<file path="src/adbs_defines.svh">
/*
  Constants for the converter boundary-scan segment: chain layout and the
  idle values that the update stage takes on any reset.
  Assumes inclusion by the package and the segment module only.
*/
`ifndef ADBS_DEFINES_SVH
`define ADBS_DEFINES_SVH

// ----------------------------------------------------------------
// Chain layout
// ----------------------------------------------------------------
`define ADBS_DAC_W 10
`define ADBS_MUX_W 8
`define ADBS_CTRL_W 30
`define ADBS_CHAIN_W 31
`define ADBS_SYNC_W 8
// Synchroniser rest value: test reset released, every strobe low
`define ADBS_SYNC_IDLE 8'h02

// ----------------------------------------------------------------
// Idle values of the control cells
// ----------------------------------------------------------------
`define ADBS_IDLE_SC_CLK 1'h0
`define ADBS_IDLE_PATH_EN 1'h0
`define ADBS_IDLE_NEG_BG 1'h0
`define ADBS_IDLE_POWER 1'h0
`define ADBS_IDLE_GAIN_POWER 1'h0
`define ADBS_IDLE_DAC 10'h200
`define ADBS_IDLE_BYPASS 1'h1
`define ADBS_IDLE_X10 1'h0
`define ADBS_IDLE_X20 1'h0
`define ADBS_IDLE_GROUND 1'h0
`define ADBS_IDLE_HOLD 1'h1
`define ADBS_IDLE_REF_BG 1'h0
`define ADBS_IDLE_MUX 8'h01
`define ADBS_IDLE_LATCH_PRECHARGE_N_N 1'h1

`endif

</file>
<file path="src/adbs_pkg.sv">
/*
  Types for the converter boundary-scan segment.
  Assumes adbs_defines.svh is reachable by bare name.
*/
`default_nettype none
`include "adbs_defines.svh"

package adbs_pkg;

  // Converter control inputs, one general scan cell per bit
  typedef struct packed {
    logic sc_clk;
    logic gain_path_en;
    logic neg_bandgap_sel;
    logic conv_power_on;
    logic gain_power_on;
    logic [`ADBS_DAC_W-1:0] dac_code;
    logic gain_bypass_sel;
    logic gain_x10_en;
    logic gain_x20_en;
    logic neg_ground_sel;
    logic hold;
    logic ref_bandgap_sel;
    logic [`ADBS_MUX_W-1:0] input_mux_sel;
    logic latch_precharge_n;
  } adbs_ctrl_type;

  // Test access signals, all from the scan clock domain
  typedef struct packed {
    logic tck;
    logic tdi;
    logic shift_dr;
    logic capture_dr;
    logic update_dr;
    logic extest;
    logic test_reset_n;
  } adbs_scan_type;

  localparam adbs_ctrl_type ADBS_CTRL_IDLE = '{
    sc_clk: `ADBS_IDLE_SC_CLK,
    gain_path_en: `ADBS_IDLE_PATH_EN,
    neg_bandgap_sel: `ADBS_IDLE_NEG_BG,
    conv_power_on: `ADBS_IDLE_POWER,
    gain_power_on: `ADBS_IDLE_GAIN_POWER,
    dac_code: `ADBS_IDLE_DAC,
    gain_bypass_sel: `ADBS_IDLE_BYPASS,
    gain_x10_en: `ADBS_IDLE_X10,
    gain_x20_en: `ADBS_IDLE_X20,
    neg_ground_sel: `ADBS_IDLE_GROUND,
    hold: `ADBS_IDLE_HOLD,
    ref_bandgap_sel: `ADBS_IDLE_REF_BG,
    input_mux_sel: `ADBS_IDLE_MUX,
    latch_precharge_n: `ADBS_IDLE_LATCH_PRECHARGE_N_N
  };

endpackage : adbs_pkg

`default_nettype wire

</file>
<file path="src/adbs_scan_seg.sv">
/*
  Boundary-scan segment between the converter's digital control logic and
  its analog side: 30 general control cells and one cell on the comparator.
  Assumes a test access controller outside that drives the scan clock and
  state strobes; all of them arrive asynchronously and are sampled here.
*/
// Notes on behaviour
// Every converter control and the comparator result has a general scan cell.
// The tester may skip the converter in connectivity tests since pins are scanned too.
// The ten-bit DAC code cell sets the comparison level and idles at 0x200.
// The hold control samples while low and holds while high, idling at 1.
// With gain stages in use the tester raises hold only while the gain clock is high.
// The converter power-on control enables the converter when high and idles at 0.
// The gain-stage power-on control enables the gain stages and idles at 0.
// The switched-capacitor gain clock control idles at 0.
// The gain path enable joins gain output to the comparator and idles at 0.
// The bypass select routes channels 0 to 3 around the gain stages and idles at 1.
// The ground select ties the comparator negative input low and idles at 0.
// The latch precharge control is active low and idles at 1.
// The tester keeps the DAC code at 0x200 while hold is low.
// The tester selects at most one source for the comparator negative input.
`timescale 1ns/10ps
`default_nettype none
`include "adbs_defines.svh"

module adbs_scan_seg (
  input wire logic i_clk_sys, // System clock, 250 MHz
  input wire logic i_reset_n, // Synchronous reset, active low
  input wire adbs_pkg::adbs_scan_type i_scan, // Test access strobes
  input wire adbs_pkg::adbs_ctrl_type i_func_ctrl, // Controls from core
  input wire logic i_comp, // Comparator result from analog
  output var adbs_pkg::adbs_ctrl_type o_ctrl, // Controls to analog
  output logic o_comp_core, // Comparator result to core
  output logic o_tdo // Serial data out of segment
);
  import adbs_pkg::*;

  // ----------------------------------------------------------------
  // Input synchronisers
  // ----------------------------------------------------------------
  logic [`ADBS_SYNC_W-1:0] sync1_r;
  logic [`ADBS_SYNC_W-1:0] sync2_r;
  adbs_scan_type scan_s;
  logic comp_s;
  logic tck_d_r;
  logic tck_rise;
  logic tck_fall;
  logic test_rst;

  // Rest at the pins' idle levels, so no test reset or edge is seen
  // falsely right after a system reset
  always_ff @(posedge i_clk_sys) begin
    if (!i_reset_n) begin
      sync1_r <= `ADBS_SYNC_IDLE;
      sync2_r <= `ADBS_SYNC_IDLE;
    end else begin
      sync1_r <= {i_scan, i_comp};
      sync2_r <= sync1_r;
    end
  end

  assign scan_s = sync2_r[`ADBS_SYNC_W-1:1];
  assign comp_s = sync2_r[0];

  always_ff @(posedge i_clk_sys) begin
    if (!i_reset_n) begin
      tck_d_r <= 1'h0;
    end else begin
      tck_d_r <= scan_s.tck;
    end
  end

  // Strobes share one sync delay with the scan clock, so their relative
  // timing is kept; each scan clock phase must last several system clocks.
  assign tck_rise = scan_s.tck & ~tck_d_r;
  assign tck_fall = ~scan_s.tck & tck_d_r;
  assign test_rst = ~scan_s.test_reset_n;

  // ----------------------------------------------------------------
  // Shift stage
  // ----------------------------------------------------------------
  logic [`ADBS_CHAIN_W-1:0] chain_r;

  // capture and shift
  always_ff @(posedge i_clk_sys) begin
    if (!i_reset_n) begin
      chain_r <= '0;
    end else if (tck_rise && scan_s.capture_dr) begin
      chain_r <= {i_func_ctrl, comp_s};
    end else if (tck_rise && scan_s.shift_dr) begin
      chain_r <= {scan_s.tdi, chain_r[`ADBS_CHAIN_W-1:1]};
    end
  end

  // Data out changes on the falling scan clock edge, as the standard asks
  always_ff @(posedge i_clk_sys) begin
    if (!i_reset_n) begin
      o_tdo <= 1'h0;
    end else if (tck_fall) begin
      o_tdo <= chain_r[0];
    end
  end

  // ----------------------------------------------------------------
  // Update stage
  // ----------------------------------------------------------------
  adbs_ctrl_type upd_r;
  logic comp_upd_r;

  // idle values on reset
  // idle values too
  always_ff @(posedge i_clk_sys) begin
    if (!i_reset_n || test_rst) begin
      upd_r <= ADBS_CTRL_IDLE;
      comp_upd_r <= 1'h0;
    end else if (tck_fall && scan_s.update_dr) begin
      upd_r <= chain_r[`ADBS_CHAIN_W-1:1];
      comp_upd_r <= chain_r[0];
    end
  end

  // ----------------------------------------------------------------
  // Output selection
  // ----------------------------------------------------------------
  // scan drives analog in test mode
  // The analog side sees a registered copy, so a mode switch never glitches
  always_ff @(posedge i_clk_sys) begin
    if (!i_reset_n) begin
      o_ctrl <= ADBS_CTRL_IDLE;
    end else if (scan_s.extest) begin
      o_ctrl <= upd_r;
    end else begin
      o_ctrl <= i_func_ctrl;
    end
  end

  // comparator observe path
  always_ff @(posedge i_clk_sys) begin
    if (!i_reset_n) begin
      o_comp_core <= 1'h0;
    end else if (scan_s.extest) begin
      o_comp_core <= comp_upd_r;
    end else begin
      o_comp_core <= comp_s;
    end
  end
endmodule : adbs_scan_seg

`default_nettype wire

</file>
<file path="config.mk">
export PLATFORM = sky130hd
export DESIGN_NAME = adbs_scan_seg
export DESIGN_NICKNAME = d
export VERILOG_FILES = /design/src/adbs_pkg.sv /design/src/adbs_scan_seg.sv
export VERILOG_INCLUDE_DIRS = /design/src
export SDC_FILE = /design/constraint.sdc
export NUM_CORES = 1
export LEC_CHECK = 0
export BUFFER_PORTS_ARGS = -buffer_cell sky130_fd_sc_hd__buf_2
export CAP_MARGIN = 20
export CORE_MARGIN = 2
export CORE_UTILIZATION = 59
export DETAILED_ROUTE_END_ITERATION = 7
export GPL_TIMING_DRIVEN = 0
export HOLD_SLACK_MARGIN = 0.12
export PLACE_DENSITY_LB_ADDON = 0.25
export SYNTH_ARGS = -nofsm -noshare
export SYNTH_HDL_FRONTEND = slang
export SYNTH_SLANG_ARGS = --single-unit
</file>
<file path="constraint.sdc">
create_clock -name i_clk_sys -period 2.5 [get_ports i_clk_sys]
set_input_delay 0.5 -clock i_clk_sys [delete_from_list [all_inputs] [get_ports i_clk_sys]]
set_output_delay 0.5 -clock i_clk_sys [all_outputs]
set_load 0.05 [all_outputs]
</file>
Yosys cells after proc, flatten, opt, wreduce, memory -nomap -nowiden --
Cells that the tools add are included.
Operators by class: multiplexer cells 4, reductions and logical operators 6, bitwise gates (word level) 5
Operators by type and width (number):
- 31-bit two-way mux | 2
- 30-bit two-way mux | 1
- 1-bit logical AND | 3
- 1-bit inverter | 3
- 1-bit AND | 2
- 2-bit nonzero test | 1
- 1-bit zero test | 1
- 1-bit logical OR | 1
- 1-bit two-way mux | 1
Storage, ports and cells: input bits 40, output and inout bits 32, flip-flop bits (word level) 111

Longest topological paths before layout --
depth after elaboration 5, depth in mapped cells 5, gate-level depth less buffers 3

Worst setup path after synthesis --
OpenSTA, ideal clock, no wires.
path type in2reg, start input port i_reset_n, end register chain_r[10], data arrival time 1128 ps, slack 1255 ps, library setup time 117 ps, stages 4, cells stage by stage and2_1 > and2b_4 > buf_6 > a22o_1
RTL lines:
- start: declaration | line adbs_scan_seg.sv:28 | input wire logic i_reset_n,
- end signal: assignment | line adbs_scan_seg.sv:89 | chain_r <= {i_func_ctrl, comp_s};
- end signal: assignment | line adbs_scan_seg.sv:91 | chain_r <= {scan_s.tdi, chain_r[`ADBS_CHAIN_W-1:1]};
- end: declaration | line adbs_scan_seg.sv:82 | logic [`ADBS_CHAIN_W-1:0] chain_r;

Worst setup path after layout --
start register o_ctrl[2] (netlist name), end output port o_ctrl[2] (netlist name)
RTL lines:
- start: declaration | line adbs_scan_seg.sv:32 | output var adbs_pkg::adbs_ctrl_type o_ctrl,
- start signal: assignment | line adbs_scan_seg.sv:131 | o_ctrl <= upd_r;
- start signal: assignment | line adbs_scan_seg.sv:133 | o_ctrl <= i_func_ctrl;
No word-level cell between the ends.

==> flow_summary.ini <==
[route]
routed_wl_um = 9360
met1_length_um = 4000
vias = 3351
drc = 0
wl_met3_um = 680
firstDrtPassIters = 5
routed_via_density = 5.29
avgRoutedWirePerCell_um = 14.8
drtIter0Drc = 193
met2WireLength_um = 4460
routed.top_layer = met4
ant_nets = 0

[clock_tree]
path_clk_slew_ns = 0.10
cts-resized-gates = 0
clk_latency_ns = 0.38
cts_made_buffers = 9
hold_buffers = 0
max-clock-path-buffers = 2
cts_max_level = 3
cts_tree = yes
postCtsSetupRepairBufs = 0
clockRootBuffer = clkbuf_8
cts_sinks = 111

[power_and_ir_drop]
p_per_area_nw_per_um2 = 668
power.total_w = 0.00323
leakagePower_nw = 1.94
ir_worst_vdd_v = 0.000507

[worst_setup_path]
rr_endpoint = upd_r[7]
cp-end-kind = output port
cp_cell_sequence = buf_2
start_kind = flip-flop
reg2reg_from = sync2_r[7]
worstPathRequired_ns = 2.00
r2r_cells = 4
r2r_setup_slack_ns = 1.09
worstPathArrival_ns = 0.97
crit_fanout = 1
cp_slowest_cell = dfxtp_1
max_stage_delay_ns = 0.34
path_class = flip-flop to output port
path_buf_inv = 1
critPathTopFamily = flip-flops

[global_route]
grt_max_degree = 17
grt_use_total = 0.255
antenna_found_initial = 0
grt-ovfl-total = 0
grt_first_pass_wirelength_um = 14900
first_global_vias = 3109

[timing]
setup_ws_ns = 1.03
finalMaxSlewViolations = 0
tns_ns = 0
finalSetupViolCount = 0
rsz0062_at_grt = no
fmaxAchievable_mhz = 680
slew_headroom = 0.554
tightest_slew_ns = 0.669
fin_crit_ns = 1.47
clock_skew_ns = 0.00816
fin_crit_sh = 0.588
hold_violations = 0

[floorplan]
start_util = 0.613
io_pins = 72
fp.dieW_um = 88.0
num_rows = 30
core-area_um2 = 6790
die-height_um = 88.0
die_area_um2 = 7740

[logic_synthesis]
yosysUniqueCellTypes = 23
yosys_warnings = 0
yosysSeqAreaShare = 0.534
syn_nets = 492
netlist_area_um2 = 4160
netlist_instances = 452
postSynthAreaPerCell_um2 = 9.21
synth_seq_cells = 111

[place]
dp.cells = 619
pre_cts_slack_ns = 0.815
portBuffers = 71
place_area_um2 = 4640
place_hpwl_um = 6470
gp_congestion = 0.847

[worst_hold_path]
min_to = sync1_r[1]
hold_class = primary input to flip-flop
hold_start = i_scan[0]
hold_depth = 2

[outcome]
status = completed

[layout]
syn2layout_area_growth_pct = 16.2
instances_no_fill = 634
drive_gt1_frac = 0.186
antenna_cells = 0
nets = 574
fin_area_um2 = 4840

[job]
cap_violations = 0
==> state kept, by name (all words and copies together), names as in the netlist <==
signal	count
sync1_r	8
o_comp_core	1
sync2_r	8
upd_r	30
o_ctrl	30
comp_upd_r	1
tck_d_r	1
o_tdo	1
chain_r	31
==> per-stage QoR <==
stage | hold slack (ns) | util
after CTS | 0.290 | 0.712
after floorplan | 0.386 | -
after global routing | 0.302 | 0.712
final | 0.294 | 0.712
after global placement | 0.388 | 0.683
after detailed placement | 0.392 | 0.683
==> power by group <==
part	total [W]	switching [W]	internal, W	leakage (nW)
clock	0.00108	0.000569	0.000512	0.0985
combinational	0.000327	0.000224	0.000103	0.937
sequential	0.00182	0.0000131	0.00181	0.906
==> cell families (layout without fill, tap and decap cells) <==
logic type / count (synthesis) / count (layout) / share of synthesized area
and+or+nand+nor: 185 / 185 / 0.200
DFF: 111 / 111 / 0.534
AOI/OAI and AO/OA: 89 / 89 / 0.136
buffers and inverters: 35 / 121 / 0.0532
muxes: 32 / 32 / 0.0769
==> final cells by class <==
cell class	instances	area (um^2)
flip-flops and latches	111	2220
fillers	531	1960
multi-input cells	306	1720
repair buffers	71	355
plain buffers	34	218
clock buffers	12	155
well taps	96	120
clock inverters	3	42.5
inverters	1	3.75
==> placed cells by master (no fill, tap or decap), types with 6 or more instances in the layout <==
master,n
a21oi_1,26
a22o_1,31
and2_1,16
buf_2,77
clkbuf_1,13
clkbuf_8,11
dfxtp_1,111
dlygate4sd1_1,6
mux2i_1,32
nand2_1,130
nor2b_1,27
o21ai_0,31
==> Yosys cell counts <==
| cell type | n | area share |
|---|---|---|
| a21oi_1 | 26 | 0.031 |
| a22o_1 | 31 | 0.065 |
| and2_1 | 16 | 0.024 |
| and2b_4 | 1 | 0.0024 |
| and3b_1 | 1 | 0.0021 |
| buf_1 | 3 | 0.0027 |
| buf_2 | 6 | 0.0072 |
| buf_4 | 1 | 0.0018 |
| buf_6 | 5 | 0.014 |
| buf_8 | 1 | 0.0036 |
| clkbuf_1 | 12 | 0.011 |
| dfxtp_1 | 111 | 0.53 |
| dlygate4sd1_1 | 6 | 0.013 |
| inv_1 | 1 | 0.00090 |
| mux2i_1 | 32 | 0.077 |
| nand2_1 | 130 | 0.12 |
| nand2b_1 | 3 | 0.0045 |
| nand3_1 | 5 | 0.0060 |
| nand3b_1 | 1 | 0.0018 |
| nor2_2 | 1 | 0.0015 |
| nor2b_1 | 27 | 0.041 |
| o21ai_0 | 31 | 0.037 |
| o31a_1 | 1 | 0.0021 |
==> metal layers <==
| layer | vias up | track usage |
|---|---|---|
| met1 | 1546 | 0.339 |
| met4 | 0 | 0.101 |
| met3 | 16 | 0.0594 |
| met5 | - | 0 |
| li1 | 1658 | - |
| met2 | 131 | 0.403 |
==> worst max-delay path by stage <==
| stage | from | end | depth (start not counted) |
|---|---|---|---|
| 3_5_place_dp | i_reset_n | upd_r[21] | 4 |
| 4_1_cts | o_ctrl[2] | o_ctrl[2] | 1 |
| 5_1_grt | sync2_r[7] | upd_r[7] | 4 |
| 3_3_place_gp | i_reset_n | upd_r[22] | 4 |
| 6_report | o_ctrl[2] | o_ctrl[2] | 1 |
| 2_1_floorplan | i_reset_n | chain_r[10] | 4 |
==> worst register-to-register path, delay by kind of cell (launching register included) <==
family | cells | cell delay [ns]
DFF | 1 | 0.38
and+or+nand+nor | 2 | 0.34
AOI/OAI and AO/OA | 1 | 0.15
buffers and inverters | 1 | 0.48
Power figures use the tool's default switching activity.
